### src/ccs_defines.svh
// Register offsets, field positions, reset values and timing for the channel
`ifndef CCS_DEFINES_SVH
`define CCS_DEFINES_SVH
`define CCS_OFS_CTRL0   5'h00
`define CCS_OFS_CTRL1   5'h04
`define CCS_OFS_TXBUF   5'h08
`define CCS_OFS_RXBUF   5'h0C
`define CCS_OFS_SMR4    5'h10
`define CCS_OFS_SIO3    5'h14
`define CCS_OFS_INT     5'h18
`define CCS_C0_INTCLK   0
`define CCS_C0_CLOCK_POLARITY_BIT    1
`define CCS_C0_CTSEN    2
`define CCS_C0_RTSEN    3
`define CCS_C0_CUTOFF   4
`define CCS_C0_DIV_LSB  8
`define CCS_C0_DIV_MSB  15
`define CCS_C1_TE       0
`define CCS_C1_TI       1
`define CCS_C1_RE       2
`define CCS_C1_RI       3
`define CCS_C1_IRS      4
`define CCS_C1_ERE      5
`define CCS_C1_SIM      6
`define CCS_RB_OER      12
`define CCS_S3_OUTDIS   0
`define CCS_S3_PINFN    1
`define CCS_S3_CLKINT   2
`define CCS_S3_DEFLVL   3
`define CCS_INT_RXIR    0
`define CCS_INT_TXIR    1
`define CCS_CTRL0_RST   16'h0300
`define CCS_SIO3_RST    4'h1
`define CCS_CLK_PERIOD_NS 4
`define CCS_SIO3_GLITCH_NS 10
`endif

### src/ccs_pkg.sv
// Types shared by the clock synchronous channel
package ccs_pkg;
    typedef logic [7:0] ccs_byte_t;
    typedef enum logic [1:0]
    {
        CCS_IDLE   = 2'b00,
        CCS_SHIFT  = 2'b01,
        CCS_FINISH = 2'b11
    } ccs_state_e;
endpackage

### src/ccs_sync.sv
// Two flip-flop synchroniser for pin inputs
`timescale 1ns/1ns
module ccs_sync #(parameter int W = 1)
(
    input  wire logic         core_clk,
    input  wire logic         nrst,
    input  wire logic [W-1:0] d,
    output logic      [W-1:0] q
);
    logic [W-1:0] meta_reg;

    always_ff @(posedge core_clk or negedge nrst)
    begin
        if (!nrst)
        begin
            meta_reg <= '0;
            q        <= '0;
        end
        else
        begin
            meta_reg <= d;
            q        <= meta_reg;
        end
    end
endmodule // ccs_sync

### src/ccs_sio3_pin.sv
// Third serial unit data pin: brief default level on pin-function switch while the clock is internal
`timescale 1ns/1ns
`include "ccs_defines.svh"
module ccs_sio3_pin
(
    input  wire logic core_clk,
    input  wire logic nrst,
    input  wire logic pin_function,
    input  wire logic out_disable,
    input  wire logic clock_internal,
    input  wire logic default_level,
    output logic      data_out,
    output logic      data_oe
);
    localparam int GLITCH_RAW = `CCS_SIO3_GLITCH_NS / `CCS_CLK_PERIOD_NS;
    localparam logic [3:0] GLITCH_CYC =
        (GLITCH_RAW < 1) ? 4'h1 : 4'(GLITCH_RAW);

    logic       fn_prev_reg;
    logic [3:0] cnt_reg;
    wire        trig = pin_function & ~fn_prev_reg & ~out_disable
                       & clock_internal;

    always_ff @(posedge core_clk or negedge nrst)
    begin
        if (!nrst)
        begin
            fn_prev_reg <= 1'b0;
            cnt_reg     <= 4'h0;
            data_oe     <= 1'b0;
            data_out    <= 1'b0;
        end
        else
        begin
            fn_prev_reg <= pin_function;
            data_out    <= default_level;
            if (trig)
                cnt_reg <= GLITCH_CYC;
            else if (cnt_reg != 4'h0)
                cnt_reg <= cnt_reg - 4'h1;
            // Then held high impedance; disable wins at once
            data_oe <= ~out_disable & (trig | (cnt_reg > 4'h1));
        end
    end
endmodule // ccs_sio3_pin

### src/ccs_channel.sv
// Clock synchronous serial channel with Avalon-MM register slave
//
// The placing of the registers and register access over Avalon-MM were left to the implementer.
`timescale 1ns/1ns
`include "ccs_defines.svh"
module ccs_channel
(
    input  wire logic        core_clk,
    input  wire logic        nrst,
    input  wire logic [4:0]  avs_address,
    input  wire logic        avs_read,
    input  wire logic        avs_write,
    input  wire logic [31:0] avs_writedata,
    output logic      [31:0] avs_readdata,
    output logic             avs_waitrequest,
    input  wire logic        serial_clock_in,
    output logic             serial_clock_out,
    output logic             serial_clock_oe,
    input  wire logic        serial_in,
    output logic             serial_out_pin,
    input  wire logic        clear_to_send_in,
    output logic             ready_to_send_out,
    output logic             ready_to_send_oe,
    input  wire logic        nonmaskable_in_n,
    output logic             sio3_data_out,
    output logic             sio3_data_oe
);
    function automatic logic idle_lvl(input logic pol);
        idle_lvl = ~pol;
    endfunction

    logic [15:0]        ctrl0_reg;
    logic               te_reg;
    logic               re_reg;
    logic               irs_reg;
    logic               ere_reg;
    logic               sim_reg;
    logic               tx_empty_reg;
    logic               rx_full_reg;
    logic               ovr_reg;
    ccs_pkg::ccs_byte_t txbuf_reg;
    ccs_pkg::ccs_byte_t rxbuf_reg;
    ccs_pkg::ccs_byte_t tx_sh_reg;
    ccs_pkg::ccs_byte_t rx_sh_reg;
    logic [3:0]         smr4_reg;
    logic [3:0]         sio3_reg;
    logic               rx_ir_reg;
    logic               tx_ir_reg;
    logic               sim_arm_reg;
    ccs_pkg::ccs_state_e state_reg;
    logic [2:0]         bit_cnt_reg;
    logic [7:0]         div_cnt_reg;
    logic               sclk_prev_reg;
    logic [3:0]         pins_s;

    ccs_sync #(.W(4)) u_sync
    (
        .core_clk (core_clk),
        .nrst     (nrst),
        .d        ({serial_clock_in, serial_in, clear_to_send_in,
                    nonmaskable_in_n}),
        .q        (pins_s)
    );

    ccs_sio3_pin u_sio3
    (
        .core_clk       (core_clk),
        .nrst           (nrst),
        .pin_function   (sio3_reg[`CCS_S3_PINFN]),
        .out_disable    (sio3_reg[`CCS_S3_OUTDIS]),
        .clock_internal (sio3_reg[`CCS_S3_CLKINT]),
        .default_level  (sio3_reg[`CCS_S3_DEFLVL]),
        .data_out       (sio3_data_out),
        .data_oe        (sio3_data_oe)
    );

    // Bus decode
    wire wr_go   = avs_write & ~avs_waitrequest;
    wire rd_go   = avs_read & avs_waitrequest;
    wire rd_done = avs_read & ~avs_waitrequest;
    wire wr_c0   = wr_go & (avs_address == `CCS_OFS_CTRL0);
    wire wr_c1   = wr_go & (avs_address == `CCS_OFS_CTRL1);
    wire wr_tx   = wr_go & (avs_address == `CCS_OFS_TXBUF);
    wire wr_smr4 = wr_go & (avs_address == `CCS_OFS_SMR4);
    wire wr_sio3 = wr_go & (avs_address == `CCS_OFS_SIO3);
    wire wr_int  = wr_go & (avs_address == `CCS_OFS_INT);
    wire rd_rx   = rd_done & (avs_address == `CCS_OFS_RXBUF);
    wire [7:0] wd = avs_writedata[7:0];

    // Mode decode
    wire       sclk_s  = pins_s[3];
    wire       sin_s   = pins_s[2];
    wire       cts_s   = pins_s[1];
    wire       nmi_s   = pins_s[0];
    wire       intclk  = ctrl0_reg[`CCS_C0_INTCLK];
    wire       pol     = ctrl0_reg[`CCS_C0_CLOCK_POLARITY_BIT];
    wire [7:0] div     = ctrl0_reg[`CCS_C0_DIV_MSB:`CCS_C0_DIV_LSB];
    wire       idle    = state_reg == ccs_pkg::CCS_IDLE;
    wire       active  = state_reg == ccs_pkg::CCS_SHIFT;
    wire       cut     = ctrl0_reg[`CCS_C0_CUTOFF] & ~nmi_s;
    wire       cts_ok  = ~ctrl0_reg[`CCS_C0_CTSEN] | ~cts_s;
    wire       clk_idle = intclk | (sclk_s == idle_lvl(pol));
    // Receive rides on the transmit start, so its enables gate it too
    wire       start   = idle & te_reg & ~tx_empty_reg & cts_ok
                         & clk_idle;
    wire       tick    = active & (div_cnt_reg == 8'h00);

    // Leading edge shifts out, trailing edge samples
    wire rise  = sclk_s & ~sclk_prev_reg;
    wire fall  = ~sclk_s & sclk_prev_reg;
    wire i_lead  = tick & (serial_clock_out == idle_lvl(pol));
    wire i_trail = tick & (serial_clock_out != idle_lvl(pol));
    wire e_lead  = active & (pol ? rise : fall);
    wire e_trail = active & (pol ? fall : rise);
    wire lead    = intclk ? i_lead : e_lead;
    wire trail   = intclk ? i_trail : e_trail;
    wire last    = trail & (bit_cnt_reg == 3'h7);
    wire [7:0] rx_word = {sin_s, rx_sh_reg[7:1]};
    wire rx_land = last & re_reg;
    wire overrun = rx_land & rx_full_reg & ~rd_rx;
    wire sim_lvl = sim_reg & irs_reg & ere_reg;
    wire tx_ev   = (irs_reg ? last : start)
                   | (sim_lvl & ~sim_arm_reg);
    // Ready stands until the peer's first clock edge arrives
    wire rts_rdy = re_reg & te_reg
                   & ((idle & ~tx_empty_reg)
                      | (active & (bit_cnt_reg == 3'h0) & clk_idle));

    wire [31:0] rd_mux =
        (avs_address == `CCS_OFS_CTRL0) ? {16'h0000, ctrl0_reg} :
        (avs_address == `CCS_OFS_CTRL1) ?
            {25'h0000000, sim_reg, ere_reg, irs_reg, rx_full_reg,
             re_reg, tx_empty_reg, te_reg} :
        (avs_address == `CCS_OFS_TXBUF) ? {24'h000000, txbuf_reg} :
        (avs_address == `CCS_OFS_RXBUF) ?
            {19'h00000, ovr_reg, 4'h0, rxbuf_reg} :
        (avs_address == `CCS_OFS_SMR4)  ? {28'h0000000, smr4_reg} :
        (avs_address == `CCS_OFS_SIO3)  ? {28'h0000000, sio3_reg} :
        (avs_address == `CCS_OFS_INT)   ?
            {30'h00000000, tx_ir_reg, rx_ir_reg} : 32'h00000000;

    // One wait cycle per access; unmapped reads give zero
    always_ff @(posedge core_clk or negedge nrst)
    begin
        if (!nrst)
        begin
            avs_waitrequest <= 1'b1;
            avs_readdata    <= 32'h00000000;
        end
        else
        begin
            avs_waitrequest <= ~((avs_read | avs_write) & avs_waitrequest);
            if (rd_go)
                avs_readdata <= rd_mux;
        end
    end

    always_ff @(posedge core_clk or negedge nrst)
    begin
        if (!nrst)
        begin
            ctrl0_reg <= `CCS_CTRL0_RST;
            te_reg    <= 1'b0;
            re_reg    <= 1'b0;
            irs_reg   <= 1'b0;
            ere_reg   <= 1'b0;
            sim_reg   <= 1'b0;
            smr4_reg  <= 4'h0;
            sio3_reg  <= `CCS_SIO3_RST;
            txbuf_reg <= 8'h00;
        end
        else
        begin
            if (wr_c0)
                ctrl0_reg <= avs_writedata[15:0];
            if (wr_c1)
            begin
                te_reg  <= wd[`CCS_C1_TE];
                re_reg  <= wd[`CCS_C1_RE];
                irs_reg <= wd[`CCS_C1_IRS];
                ere_reg <= wd[`CCS_C1_ERE];
                sim_reg <= wd[`CCS_C1_SIM];
            end
            if (wr_smr4)
                smr4_reg <= wd[3:0];
            if (wr_sio3)
                sio3_reg <= wd[3:0];
            if (wr_tx)
                txbuf_reg <= wd;
        end
    end

    // Status flags: hardware set wins over software clear, except tx_empty_reg, where a TXBUF write wins over the start
    always_ff @(posedge core_clk or negedge nrst)
    begin
        if (!nrst)
        begin
            tx_empty_reg <= 1'b1;
            rx_full_reg  <= 1'b0;
            ovr_reg      <= 1'b0;
            rxbuf_reg    <= 8'h00;
            rx_ir_reg    <= 1'b0;
            tx_ir_reg    <= 1'b0;
            sim_arm_reg  <= 1'b0;
        end
        else
        begin
            sim_arm_reg <= sim_lvl;
            // A write in the load cycle keeps the new word pending
            if (wr_tx)
                tx_empty_reg <= 1'b0;
            else if (start)
                tx_empty_reg <= 1'b1;
            if (rx_land)
                rxbuf_reg <= rx_word;
            if (rx_land)
                rx_full_reg <= 1'b1;
            else if (rd_rx)
                rx_full_reg <= 1'b0;
            if (overrun)
                ovr_reg <= 1'b1;
            else if (!re_reg)
                ovr_reg <= 1'b0;
            if (rx_land & ~overrun)
                rx_ir_reg <= 1'b1;
            else if (wr_int & ~wd[`CCS_INT_RXIR])
                rx_ir_reg <= 1'b0;
            if (tx_ev)
                tx_ir_reg <= 1'b1;
            else if (wr_int & ~wd[`CCS_INT_TXIR])
                tx_ir_reg <= 1'b0;
        end
    end

    // Shift engine
    always_ff @(posedge core_clk or negedge nrst)
    begin
        if (!nrst)
        begin
            state_reg   <= ccs_pkg::CCS_IDLE;
            bit_cnt_reg <= 3'h0;
            tx_sh_reg   <= 8'h00;
            rx_sh_reg   <= 8'h00;
            serial_out_pin <= 1'b1;
        end
        else
        begin
            case (state_reg)
                ccs_pkg::CCS_IDLE:
                begin
                    bit_cnt_reg <= 3'h0;
                    if (start)
                    begin
                        tx_sh_reg <= txbuf_reg;
                        state_reg <= ccs_pkg::CCS_SHIFT;
                    end
                end
                ccs_pkg::CCS_SHIFT:
                begin
                    if (lead)
                    begin
                        serial_out_pin <= tx_sh_reg[0];
                        tx_sh_reg <= {1'b0, tx_sh_reg[7:1]};
                    end
                    if (trail)
                    begin
                        rx_sh_reg   <= rx_word;
                        bit_cnt_reg <= bit_cnt_reg + 3'h1;
                    end
                    if (last)
                        state_reg <= ccs_pkg::CCS_FINISH;
                end
                ccs_pkg::CCS_FINISH:
                    state_reg <= ccs_pkg::CCS_IDLE;
                default:
                    state_reg <= ccs_pkg::CCS_IDLE;
            endcase
        end
    end

    // Internal clock generator and pin drivers
    always_ff @(posedge core_clk or negedge nrst)
    begin
        if (!nrst)
        begin
            div_cnt_reg       <= 8'h00;
            serial_clock_out  <= 1'b1;
            sclk_prev_reg     <= 1'b0;
            serial_clock_oe   <= 1'b0;
            ready_to_send_out <= 1'b1;
            ready_to_send_oe  <= 1'b0;
        end
        else
        begin
            sclk_prev_reg <= sclk_s;
            if (!active || tick)
                div_cnt_reg <= div;
            else
                div_cnt_reg <= div_cnt_reg - 8'h01;
            if (!active)
                serial_clock_out <= idle_lvl(pol);
            else if (tick)
                serial_clock_out <= ~serial_clock_out;
            serial_clock_oe  <= intclk & ~cut;
            ready_to_send_oe <= ~cut;
            // Internal clock leaves the pin inactive high
            if (!intclk && ctrl0_reg[`CCS_C0_RTSEN])
                ready_to_send_out <= ~rts_rdy;
            else
                ready_to_send_out <= 1'b1;
        end
    end
endmodule // ccs_channel

### config.mk
export PLATFORM = sky130hd
export DESIGN_NAME = ccs_channel
export DESIGN_NICKNAME = d
export VERILOG_FILES = /design/src/ccs_pkg.sv /design/src/ccs_sync.sv /design/src/ccs_sio3_pin.sv /design/src/ccs_channel.sv
export VERILOG_INCLUDE_DIRS = /design/src
export SDC_FILE = /design/constraint.sdc
export NUM_CORES = 1
export LEC_CHECK = 0
export ABC_CLOCK_PERIOD_IN_PS = 5600
export BUFFER_PORTS_ARGS = -buffer_cell sky130_fd_sc_hd__buf_2
export CORE_MARGIN = 3
export CORE_UTILIZATION = 40
export CTS_CLUSTER_SIZE = 14
export DETAILED_ROUTE_END_ITERATION = 10
export HOLD_SLACK_MARGIN = 0.06
export SKIP_CTS_REPAIR_TIMING = 1
export SLEW_MARGIN = 20
export SYNTH_ARGS = -nofsm -noshare
export SYNTH_HDL_FRONTEND = slang
export SYNTH_SLANG_ARGS = --single-unit
export TNS_END_PERCENT = 50
### constraint.sdc
create_clock -name core_clk -period 5.6 [get_ports core_clk]
set_input_delay 0.56 -clock core_clk [delete_from_list [all_inputs] [get_ports core_clk]]
set_output_delay 0.56 -clock core_clk [all_outputs]
set_load 0.01 [all_outputs]
* Word level (Yosys, flattened, before mapping)
Cells that the tools add are included.
Word-level totals: output and inout bits 40, word-level logic and storage cells 180, flip-flop bits (word level) 134, bits of input ports 45
Cells by class: eq/ne operators 17, bitwise logic cells 68, $add $sub $neg 3, muxes and demuxes 36, reductions and logical operators 20, magnitude comparators 1
Operator list (number):
- bitwise AND 1 bit | 43
- two-way mux 13 bit | 3
- two-way mux 8 bit | 3
- inverter 1 bit | 19
- two-way mux 1 bit | 18
- two-way mux 16 bit | 1
- two-way mux 4 bit | 4
- one-hot mux 8 bit (2 select lines) | 1
- equality test 5 bit, second input constant | 3
- != test 2 x 1 -> 1 bit, second input constant | 6
- nonzero test 2 bit | 6
- equality test 5 x 4 -> 1 bit, second input constant | 2
- zero test 8 bit | 1
- AND reduction 2 bit | 4
- subtractor 8 x 1 -> 8 bit, second input constant | 1
- two-way mux 2 bit | 3
- bitwise OR 1 bit | 6
- one-hot mux 3 bit (2 select lines) | 1
- equality test 5 x 3 -> 1 bit, second input constant | 1
- zero test 5 bit | 1
- greater-than comparator 4 x 1 -> 1 bit, second input constant | 1
- one-hot mux 2 bit (2 select lines) | 1
- nonzero test 4 bit | 1
- subtractor 4 x 1 -> 4 bit, second input constant | 1
- other kinds (12) | 14

* Depth between registers and ports, before layout
Gate-level depths: netlist (run 1).
depth in word-level cells 12, depth in mapped cells 7, gate-level depth less buffers 6

* Cells and area by module
Synthesis (run 1) repeated with hierarchy kept, for this count alone.
Unflattened totals: cells, all modules 416, area total of the unflattened synthesis 5285.1 um^2
By module, submodules not included:
- ccs_channel | instances 1, seq. area each 2562.5 um^2, cells each 380, area an instance 4767.1 um^2
- ccs_sio3_pin | instances 1, seq. area each 175.2 um^2, cells each 28, area an instance 317.8 um^2
- ccs_sync | instances 1, seq. area each 200.2 um^2, cells each 8, area an instance 200.2 um^2

* Worst setup path before layout (run 1)
OpenSTA, ideal clock, no wires.
path kind register -> register, from register div_cnt_reg[0], to register rx_sh_reg[4], arrival 1.754 ns, cell stages (with the launch flop) 8, clock period less this slack 1.878 ns, setup time 0.125 ns, data required time 5.475 ns, path slack 3.722 ns, buffers on the path 1, cells stage by stage dfrtp_1 -> inv_1 -> ha_1 -> nor3b_2 -> nand4_2 -> nand2_1 -> buf_4 -> mux2_2
On the way: word-level cells in the longest chain between the ends 5
RTL lines:
- from (decl) | RTL line ccs_channel.sv:52 | logic [7:0] div_cnt_reg;
- from (signal assigned) | RTL line ccs_channel.sv:297 | div_cnt_reg <= div;
- from (signal assigned) | RTL line ccs_channel.sv:299 | div_cnt_reg <= div_cnt_reg - 8'h01;
- zero test 8 bit | RTL line ccs_channel.sv:106 | wire tick = active & (div_cnt_reg == 8'h00);
- bitwise AND 1 bit | RTL line ccs_channel.sv:106
- bitwise AND 1 bit | RTL line ccs_channel.sv:112 | wire i_trail = tick & (serial_clock_out != idle_lvl(pol));
- two-way mux 1 bit | RTL line ccs_channel.sv:116 | wire trail = intclk ? i_trail : e_trail;
- AND reduction 2 bit (no source line)
- to (signal assigned) | RTL line ccs_channel.sv:267 | rx_sh_reg <= rx_word;
- to (decl) | RTL line ccs_channel.sv:44 | ccs_pkg::ccs_byte_t rx_sh_reg;
Every way passes these cells. A chain may end at the register's enable or synchronous reset.

* Worst setup path after layout (run 1)
from register avs_waitrequest, to register avs_readdata[1]
On the way: word-level cells in the longest chain between the ends 1
RTL lines:
- from (decl) | RTL line ccs_channel.sv:15 | output logic avs_waitrequest,
- from (signal assigned) | RTL line ccs_channel.sv:152 | avs_waitrequest <= ~((avs_read | avs_write) & avs_waitrequest);
- bitwise AND 1 bit | RTL line ccs_channel.sv:79 | wire rd_go = avs_read & avs_waitrequest;
- to (signal assigned) | RTL line ccs_channel.sv:154 | avs_readdata <= rd_mux;
- to (decl) | RTL line ccs_channel.sv:14 | output logic [31:0] avs_readdata,
Every way passes these cells.

==> results of run 1 <==
cells in the mapped netlist, types with 6 or more instances:
library cell	instances	area share [%]
sky130_fd_sc_hd__a21oi_1	10	0.94
sky130_fd_sc_hd__a22o_1	15	2.5
sky130_fd_sc_hd__buf_4	18	2.5
sky130_fd_sc_hd__clkbuf_1	6	0.42
sky130_fd_sc_hd__dfrtp_1	109	51
sky130_fd_sc_hd__dfstp_2	8	3.9
sky130_fd_sc_hd__ha_1	8	1.9
sky130_fd_sc_hd__inv_1	11	0.77
sky130_fd_sc_hd__mux2_2	57	12
sky130_fd_sc_hd__mux2i_1	9	1.7
sky130_fd_sc_hd__nand2_1	22	1.5
sky130_fd_sc_hd__nand2b_1	8	0.94
sky130_fd_sc_hd__nor2_1	18	1.3
sky130_fd_sc_hd__nor3_1	7	0.66
sky130_fd_sc_hd__o21ai_0	8	0.75
sky130_fd_sc_hd__o221a_2	7	1.5
sky130_fd_sc_hd__or2_2	8	0.94
critical path, cell delays in order (launching register included):
cell	delay, ns
sky130_fd_sc_hd__dfstp_2	0.57
sky130_fd_sc_hd__nand2_1	0.58
sky130_fd_sc_hd__nor2_1	0.83
sky130_fd_sc_hd__a221o_1	0.25
power by group through the flow:
| stage | registers (uW) | logic (uW) | clock network [uW] |
|---|---|---|---|
| 3_3_place_gp | 1130 | 476 | 0 |
| 5_1_grt | 1150 | 553 | 1190 |
| 2_1_floorplan | 1100 | 394 | 0 |
| 3_5_place_dp | 1130 | 496 | 0 |
| 4_1_cts | 1120 | 499 | 1140 |
| 6_report | 1120 | 489 | 1120 |
cell type report:
type                            count  share of cell area, %
Inverter                           11                 0.6540
Tap cell                          172                  3.409
Multi-Input combinational cell    270                  35.06
Timing Repair Buffer               55                  4.518
Clock inverter                      9                  1.942
Sequential cell                   117                  46.53
Clock buffer                       23                  7.887
cell families after synthesis:
logic type	Yosys count	synth area share, %
AOI/OAI and AO/OA	67	10.23
DFF	117	54.98
buffers and inverters	43	4.659
muxes	70	15.24
xor gates and xnor gates	9	1.475
adders and majority gates	8	1.873
other	1	0.07017
and+or+nand+nor	100	11.47
worst paths after layout:
| check | depth (start not counted) | to | start | slack (ns) |
|---|---|---|---|---|
| max | 3 | avs_readdata[1] | avs_waitrequest | 3.29 |
| min | 1 | u_sync.meta_reg[0] | nonmaskable_in_n | 0.25 |
| max reg2reg | 3 | avs_readdata[1] | avs_waitrequest | 3.29 |
| min reg2reg | 0 | u_sync.q[1] | u_sync.meta_reg[1] | 0.35 |
| max in group asynchronous | 2 | avs_readdata[9] | nrst | 4.18 |
| min in group asynchronous | 1 | u_sync.meta_reg[2] | nrst | 0.28 |
cells in the final DEF (no fill, tap or decap), types with 3 or more instances in the layout:
| master | synthesis | layout |
|---|---|---|
| sky130_fd_sc_hd__dfrtp_1 | 109 | 109 |
| sky130_fd_sc_hd__mux2_2 | 57 | 57 |
| sky130_fd_sc_hd__buf_2 | 4 | 51 |
| sky130_fd_sc_hd__nand2_1 | 22 | 22 |
| sky130_fd_sc_hd__nor2_1 | 18 | 18 |
| sky130_fd_sc_hd__clkbuf_16 | 0 | 17 |
| sky130_fd_sc_hd__conb_1 | 1 | 16 |
| sky130_fd_sc_hd__a22o_1 | 15 | 15 |
| sky130_fd_sc_hd__inv_1 | 11 | 11 |
| sky130_fd_sc_hd__a21oi_1 | 10 | 10 |
| sky130_fd_sc_hd__mux2i_1 | 9 | 9 |
| sky130_fd_sc_hd__nand2b_1 | 8 | 8 |
| sky130_fd_sc_hd__o21ai_0 | 8 | 8 |
| sky130_fd_sc_hd__or2_2 | 8 | 8 |
| sky130_fd_sc_hd__ha_1 | 8 | 8 |
| sky130_fd_sc_hd__dfstp_2 | 8 | 8 |
| sky130_fd_sc_hd__nor3_1 | 7 | 7 |
| sky130_fd_sc_hd__o221a_2 | 7 | 7 |
| sky130_fd_sc_hd__xor2_1 | 5 | 5 |
| sky130_fd_sc_hd__clkinv_2 | 0 | 5 |
| sky130_fd_sc_hd__clkbuf_8 | 0 | 5 |
| sky130_fd_sc_hd__xnor2_1 | 4 | 4 |
| sky130_fd_sc_hd__a2111oi_0 | 4 | 4 |
| sky130_fd_sc_hd__and3b_1 | 4 | 4 |
| sky130_fd_sc_hd__nand3b_1 | 4 | 4 |
| sky130_fd_sc_hd__buf_4 | 18 | 4 |
| sky130_fd_sc_hd__o31ai_1 | 3 | 3 |
| sky130_fd_sc_hd__nor2b_1 | 3 | 3 |
| sky130_fd_sc_hd__mux4_2 | 3 | 3 |
| sky130_fd_sc_hd__nor3b_1 | 3 | 3 |
| sky130_fd_sc_hd__bufinv_16 | 0 | 3 |
stage by stage:
stage               util, %  setup WS (ns)  hold slack [ns]  total power [uW]
floorplan                 -          3.722           0.2644              1492
global placement      44.39          3.220           0.3360              1603
detailed placement    44.39          3.201           0.3363              1631
CTS                   49.23          3.261           0.2352              2764
global route          49.23          3.133           0.2316              2885
finish                49.23          3.291           0.2516              2732
routing by layer:
layer	wire, um	part of all wire (%)	up-vias	GRT usage, %
met5	13	0.11	-	0
met2	5338	46	88	25.94
met3	645	5.6	18	5.432
met1	5378	47	1754	22.72
met4	170	1.5	2	7.003
li1	-	-	1587	-
==> results_dict.tcl, run 1 <==
set metrics [dict create \
    ys_warn_count 0 \
    num_antenna_cells 0 \
    fin_skew_ns 0.005210 \
    timing.critical_path.arrival_ns 2.66 \
    clkSlewWorstSetupHoldPaths_ns 0.05 \
    cell_internal_pwr_uw 1991 \
    routabilityCongestion 0.7593 \
    netSwitchingPower_uw 740.9 \
    finalCriticalPeriod_ns 2.309 \
    drt-initial-drc-count 217 \
    endpoint_kind_of_the_worst_setup_timing_path "flop" \
    detailedRoute.firstPassIterationCount 4 \
    synthToLayoutAreaGrowth_pct 18.15 \
    tritoncts.num_buffers 17 \
    clockRootBuffer "sky130_fd_sc_hd__clkbuf_16" \
    placeableCoreArea_um2 12820 \
    post_synth_num_cell_types 65 \
    synth-edff-count 0 \
    detailedPlacementHpwl_um 7815 \
    chipHeight_um 121.6 \
    switching_share_pct 27.12 \
    grt_start_max_net_pins 73 \
    tightestPinTransition_ns 0.9964 \
    peakVddDrop_mv 0.2171 \
    non_filler_instances 657 \
    detailed_place.area_um2 5693 \
    residual_drc_count 0 \
    power_density_nw_per_um2 432.6 \
    cts_sinks 117 \
    grt_setup_unrepaired "false" \
    multi_input_area_um2 2213 \
    fp.dieW_um 121.6 \
    finalWirelength_um 11550 \
    tritoncts "built" \
    netlist_area_um2 5344 \
    setup_violations 0 \
    fillCellCount 1170 \
    dominantRegCellSynth "sky130_fd_sc_hd__dfrtp_1" \
    layout.nets 525 \
    floorplan.initialDensity_pct 41.67 \
    wl_per_cell_um 17.58 \
    clock_network_latency_to_the_later_pin_of_the_worst_skew_pair_ns 0.41 \
    combinationalPowerShare_pct 17.9 \
    grt_overflow 0 \
    die-area_um2 14780 \
    seq_area_frac_synth_pct 54.98 \
    timing.setup.tns_ns 0 \
    required_ns 5.95 \
    ys_ff_latch 117 \
    asyncSetResetFlopFracSynth_pct 100.0 \
    cell_count_after_synthesis 415 \
    route.detailed.vias_per_inst 5.250 \
    finalInstanceArea_um2 6314 \
    overall_global_routing_resource_usage_pct 17.06 \
    leakage_uw 0.002995 \
    global_route_wire_length_before_repair_um 19150 \
    share_seq_of_total_power_pct 41.1 \
    path_max_fanout 22 \
    finalHoldViolCount 0 \
    achievable-frequency_ghz 0.4331 \
    io-pin-count 85 \
    layout_worst_path_cycle_share_pct 41.23 \
    grt_antenna_before_repair 1 \
    p_clk_share_pct 41.0 \
    worst-setup-path-type "reg -> reg" \
    cts.htree.levels 4 \
    crit_path_start_kind "flop" \
    rows 41 \
    hp-class "in -> reg" \
    slew_headroom_pct 33.41 \
    max_transition_viols_final 0 \
    max_cap_violations 0 \
    seqCellArea_um2 2938 \
    vias 3449 \
    postRouteAntennaNets 0 \
    run_status "finished clean" \
    mean_area_per_synthesized_cell_um2 12.88 \
    grt_pass1_vias 3583 \
    port_buffers 52 \
    post_route_cells_drive_above_1_share_pct 38.35 \
    place.detailed.instances 625 \
    clockBufferDepth 2 \
]
No activity file was read; power rests on OpenSTA's default activity.
==> inputs of run 2 (changes only) <==
--- a/config.mk
+++ b/config.mk
@@ -6,7 +6,7 @@
 export SDC_FILE = /design/constraint.sdc
 export NUM_CORES = 1
 export LEC_CHECK = 0
-export ABC_CLOCK_PERIOD_IN_PS = 5600
+export ABC_CLOCK_PERIOD_IN_PS = 2000
 export BUFFER_PORTS_ARGS = -buffer_cell sky130_fd_sc_hd__buf_2
 export CORE_MARGIN = 3
 export CORE_UTILIZATION = 40
==> constraint.sdc (replaced) <==
create_clock -name core_clk -period 2 [get_ports core_clk]
set_input_delay 0.2 -clock core_clk [delete_from_list [all_inputs] [get_ports core_clk]]
set_output_delay 0.2 -clock core_clk [all_outputs]
set_load 0.01 [all_outputs]
==> run 2 against run 1 <==
Clock power rose to 2.7 times the previous value. Clock skew up 0.0058 ns. Global-route usage down 0.29 points. Die area unchanged. Critical path type is now in -> reg. Largest cell class unchanged.
==> results_dict.tcl, run 2 (same netlist as run 1, synthesis figures left out) <==
set metrics [dict create \
    seqCellArea_um2 2938 \
    netSwitchingPower_uw 2073 \
    worst_hold_path.num_cells 2 \
    power_density_nw_per_um2 1155 \
    vias 3552 \
    synthToLayoutAreaGrowth_pct 24.05 \
    grt_overflow 0 \
    hp-class "in -> reg" \
    achievable-frequency_ghz 0.5199 \
    tightestPinTransition_ns 0.5240 \
    route.detailed.vias_per_inst 5.148 \
    global_route_wire_length_before_repair_um 18770 \
    drt-initial-drc-count 241 \
    path_max_fanout 8 \
    rows 41 \
    finalCriticalPeriod_ns 1.924 \
    detailedRoute.firstPassIterationCount 4 \
    placeableCoreArea_um2 12820 \
    crit_path_max_incr_delay_ns 0.52 \
    run_status "finished clean" \
    grt_use_met2_pct 24.66 \
    num_antenna_cells 0 \
    clockBufferDepth 2 \
    postRouteAntennaNets 0 \
    layout.nets 559 \
    routabilityCongestion 0.8480 \
    crit_path_cell_trace "dlygate4sd3_1, buf_2, or3b_4, nor3_4, nand2_1, mux2_2" \
    residual_drc_count 0 \
    mostFrequentLayoutCell "sky130_fd_sc_hd__dfrtp_1" \
    clkSlewWorstSetupHoldPaths_ns 0.05 \
    crit_slowest_cell "sky130_fd_sc_hd__dlygate4sd3_1" \
    grt_start_max_net_pins 45 \
    port_buffers 52 \
    tritoncts.num_buffers 17 \
    max_transition_viols_final 0 \
    use_met1_pct 23.29 \
    cts.htree.levels 4 \
    reg2reg_depth 6 \
    floorplan.initialDensity_pct 41.67 \
    timing.critical_path.arrival_ns 2.21 \
    combinationalPowerShare_pct 20.1 \
    leakage_uw 0.003146 \
    critical-path-top-delay-family "simple AND/OR/NAND/NOR gates" \
    setup_violations 0 \
    die-area_um2 14780 \
    clockRootBuffer "sky130_fd_sc_hd__clkbuf_16" \
    tritoncts "built" \
    max_cap_violations 0 \
    cts_sinks 117 \
    crit_path_start_kind "primary input" \
    finalWirelength_um 11340 \
    detailed_place.area_um2 5878 \
    switching_share_pct 27.07 \
    fp.dieW_um 121.6 \
    worst-path-stages 6 \
    slew_headroom_pct 64.80 \
    gr-max-usage-layer "met2" \
    finalHoldViolCount 0 \
    chipHeight_um 121.6 \
    worst-setup-path-type "in -> reg" \
    endpoint_kind_of_the_worst_setup_timing_path "flop" \
    grt_antenna_before_repair 1 \
    layout_worst_path_cycle_share_pct 96.18 \
    detailedPlacementHpwl_um 7926 \
    timing.critical_path.buf_inv 2 \
    layout.core_utilization_pct 51.69 \
    grt_pass1_vias 3604 \
    clock_network_latency_to_the_later_pin_of_the_worst_skew_pair_ns 0.41 \
    p_clk_share_pct 39.0 \
    peakVddDrop_mv 0.5267 \
    most-common-layout-cells "sky130_fd_sc_hd__dfrtp_1 (109), sky130_fd_sc_hd__mux2_2 (57), sky130_fd_sc_hd__buf_2 (51)" \
    post_route_cells_drive_above_1_share_pct 38.61 \
    share_seq_of_total_power_pct 40.9 \
    required_ns 2.29 \
    io-pin-count 85 \
    multi_input_area_um2 2221 \
    overall_global_routing_resource_usage_pct 16.78 \
    cell_internal_pwr_uw 5586 \
    wl_per_cell_um 16.43 \
    fin_skew_ns 0.01106 \
    fillCellCount 1098 \
    finalInstanceArea_um2 6629 \
    global_route.usage.met3_pct 5.014 \
]
## run 2: worst paths after layout
kind                                          from                  to  slack, ns
worst max-delay path                     avs_write        txbuf_reg[6]       0.08
worst min-delay path              avs_writedata[4]        ctrl0_reg[4]       0.07
worst max register to register      div_cnt_reg[0]        tx_sh_reg[6]       0.10
worst min register to register  u_sync.meta_reg[2]         u_sync.q[2]       0.35
max in group asynchronous                     nrst        tx_empty_reg       1.07
min in group asynchronous                     nrst  u_sync.meta_reg[2]       0.28
## run 2: cell type report
class,count,share of cell area (%)
clock buffer,27,7.739
clock inverter,4,1.057
inverter,11,0.6229
multi-input combinational,270,33.50
sequential,117,44.32
tap,172,3.247
timing repair buffer,89,9.513
## run 2: stage by stage
stage               setup slack [ns]  TNS (ns)  cells  power (uW)  hold WS (ns)
finish                       0.07637         0    690        7659       0.07334
global route                -0.02061   -0.1781    690        8111       0.06736
CTS                          0.02806         0    674        7690       -0.2538
detailed placement           0.04688         0    643        4662        0.1817
global placement             0.07388         0    643        4604        0.1736
floorplan                     0.1216         0    430        4176      -0.09559
## run 2: per-layer routing
| metal | share of wire (%) | vias up | wire length, um |
|---|---|---|---|
| met4 | 1.2 | 2 | 133 |
| li1 | - | 1663 | - |
| met5 | 0.11 | - | 13 |
| met3 | 5.2 | 16 | 595 |
| met1 | 48 | 1788 | 5397 |
| met2 | 46 | 83 | 5195 |
## run 2: power by group through the flow
stage          logic, uW  registers [uW]  clock network (uW)
3_3_place_gp        1460            3140                   0
5_1_grt             1740            3190                3180
6_report            1540            3130                2990
4_1_cts             1520            3120                3050
3_5_place_dp        1510            3150                   0
2_1_floorplan       1100            3070                   0
==> inputs of run 3 (changes only) <==
--- a/config.mk
+++ b/config.mk
@@ -13,6 +13,7 @@
 export CTS_CLUSTER_SIZE = 14
 export DETAILED_ROUTE_END_ITERATION = 10
 export HOLD_SLACK_MARGIN = 0.06
+export SETUP_SLACK_MARGIN = 0.15
 export SKIP_CTS_REPAIR_TIMING = 1
 export SLEW_MARGIN = 20
 export SYNTH_ARGS = -nofsm -noshare
==> run 3 against run 2 <==
Count of clock-buffer cells in the layout fell by 8. Global-route usage is 0.58 points higher. Non-clock buffer count is 15 higher. Clock skew is 0.0033 ns lower. Flip-flop and latch count is the same. Combinational power grew 14%. Clock power rose by 16%. Via count rose by 2.7%. Die area unchanged. Core utilization grew 2.8 points. Sequential power hardly changed. Register-to-register slack about the same. Critical path type is now reg -> reg. Largest cell class unchanged.
==> results_dict.tcl, run 3 (same netlist as run 1, synthesis figures left out) <==
set metrics [dict create \
    run_status "finished clean" \
    clock_network_latency_to_the_later_pin_of_the_worst_skew_pair_ns 0.41 \
    grt_antenna_before_repair 0 \
    peakVddDrop_mv 0.6185 \
    vias 3648 \
    synthToLayoutAreaGrowth_pct 30.84 \
    cts.htree.levels 4 \
    finalHoldViolCount 0 \
    place.detailed.instances 647 \
    placeableCoreArea_um2 12820 \
    grt_setup_unrepaired "true" \
    origin_of_the_critical_flop_to_flop_path "ctrl0_reg[1]" \
    slew_headroom_pct 56.61 \
    routabilityCongestion 0.8102 \
    leakage_uw 0.003307 \
    reg2reg_depth 7 \
    achievable-frequency_ghz 0.5293 \
    max_transition_viols_final 0 \
    setup_violations 0 \
    max_cap_violations 0 \
    timing.critical_path.arrival_ns 2.18 \
    mostFrequentLayoutCell "sky130_fd_sc_hd__dfrtp_1" \
    switching_share_pct 26.94 \
    residual_drc_count 0 \
    required_ns 2.29 \
    postRouteAntennaNets 0 \
    timing.setup.tns_ns 0 \
    tightestPinTransition_ns 0.6344 \
    detailed_place.area_um2 5914 \
    worst-setup-path-type "reg -> reg" \
    p_clk_share_pct 41.4 \
    detailedPlacementHpwl_um 8448 \
    grt_pass1_vias 3604 \
    overall_global_routing_resource_usage_pct 17.36 \
    route.detailed.vias_per_inst 5.160 \
    combinationalPowerShare_pct 21.0 \
    cell_internal_pwr_uw 6137 \
    io-pin-count 85 \
    rrSetupSlack_ns 0.11 \
    rr_endpoint "rx_full_reg" \
    post_route_cells_drive_above_1_share_pct 42.06 \
    finalCriticalPeriod_ns 1.889 \
    clockBufferDepth 2 \
    crit_path_start_kind "flop" \
    tritoncts "built" \
    clockRootBuffer "sky130_fd_sc_hd__clkbuf_16" \
    worstSetupEndpoint "rx_full_reg" \
    port_buffers 52 \
    clkSlewWorstSetupHoldPaths_ns 0.05 \
    fp.dieW_um 121.6 \
    share_seq_of_total_power_pct 37.6 \
    die-area_um2 14780 \
    grt_start_max_net_pins 42 \
    tritoncts.num_buffers 17 \
    power_density_nw_per_um2 1201 \
    rows 41 \
    grt_overflow 0 \
    floorplan.initialDensity_pct 41.67 \
    chipHeight_um 121.6 \
    layout_worst_path_cycle_share_pct 94.47 \
    layout.nets 575 \
    endpoint_kind_of_the_worst_setup_timing_path "flop" \
    drt-initial-drc-count 201 \
    fin_skew_ns 0.007734 \
    global_route_wire_length_before_repair_um 19360 \
    detailedRoute.firstPassIterationCount 4 \
    layout.core_utilization_pct 54.52 \
    finalInstanceArea_um2 6992 \
    cts_sinks 117 \
    wl_per_cell_um 17.86 \
    path_max_fanout 9 \
    most-common-layout-cells "sky130_fd_sc_hd__dfrtp_1 (109), sky130_fd_sc_hd__buf_2 (51), sky130_fd_sc_hd__mux2_2 (49)" \
    finalWirelength_um 12620 \
    netSwitchingPower_uw 2263 \
    non_filler_instances 707 \
    num_antenna_cells 0 \
    hp-class "in -> reg" \
    timing.critical_path.from "ctrl0_reg[1]" \
]
run 3: cell types whose count changed in the layout (fill, tap and decap cells not counted), moves of 3 or more:
| cell | delta |
|---|---|
| sky130_fd_sc_hd__mux2_2 | -8 |
| sky130_fd_sc_hd__clkbuf_1 | -5 |
| sky130_fd_sc_hd__mux2_4 | +8 |
| sky130_fd_sc_hd__clkbuf_8 | -3 |
| sky130_fd_sc_hd__buf_4 | +11 |
| sky130_fd_sc_hd__o221a_2 | -5 |
| sky130_fd_sc_hd__bufinv_16 | +4 |
| sky130_fd_sc_hd__o221a_4 | +5 |
run 3: stage by stage:
| stage | hold WS (ns) | total power (uW) | worst slack [ns] |
|---|---|---|---|
| after floorplan | -0.09559 | 4196 | 0.1633 |
| after global placement | 0.2196 | 4636 | 0.09960 |
| after detailed placement | 0.2215 | 4715 | 0.06163 |
| after CTS | -0.2161 | 8236 | 0.01819 |
| after global routing | 0.06413 | 8827 | 0.03732 |
| final | 0.06238 | 8399 | 0.1107 |
run 3: layout make-up:
| class | instances | area, um2 |
|---|---|---|
| clock inverters | 13 | 227.7 |
| flip-flops and latches | 117 | 2938 |
| well taps | 172 | 215.2 |
| inverters | 11 | 41.29 |
| clock buffers | 19 | 452.9 |
| fillers | 1098 | 5833 |
| multi-input cells | 271 | 2338 |
| repair buffers | 104 | 778.2 |
run 3: worst max-delay path, cell delays in order (launching register included):
cell	delay, ns
sky130_fd_sc_hd__dfrtp_1	0.48
sky130_fd_sc_hd__and3b_1	0.24
sky130_fd_sc_hd__o21ai_2	0.23
sky130_fd_sc_hd__a21oi_4	0.11
sky130_fd_sc_hd__clkbuf_16	0.17
sky130_fd_sc_hd__buf_4	0.13
sky130_fd_sc_hd__buf_4	0.13
sky130_fd_sc_hd__or2_2	0.26
run 3: power by group through the flow:
| stage | Sequential (uW) | Combinational (uW) | Clock [uW] |
|---|---|---|---|
| after detailed placement | 3170 | 1550 | 0 |
| after floorplan | 3080 | 1120 | 0 |
| final | 3160 | 1760 | 3480 |
| after global routing | 3210 | 1960 | 3660 |
| after CTS | 3130 | 1560 | 3540 |
| after global placement | 3150 | 1480 | 0 |
run 3: worst min path at each step:
stage | startpoint | to | slack (ns) | cells past startpoint
2_1_floorplan | nrst | avs_readdata[0] | -0.1 | 0
4_1_cts | nrst | bit_cnt_reg[1] | -0.22 | 1
5_1_grt | avs_writedata[4] | irs_reg | 0.06 | 2
3_5_place_dp | nrst | bit_cnt_reg[1] | 0.22 | 1
3_3_place_gp | nrst | bit_cnt_reg[1] | 0.22 | 1
6_report | avs_writedata[4] | txbuf_reg[4] | 0.06 | 2
run 3: routing by layer:
metal | up-vias | wire length, um | global-route usage, %
li1 | 1698 | - | -
met4 | 0 | 303 | 5.952
met5 | - | 0 | 0
met3 | 23 | 405 | 3.993
met2 | 90 | 5815 | 26.39
met1 | 1837 | 6100 | 24.60
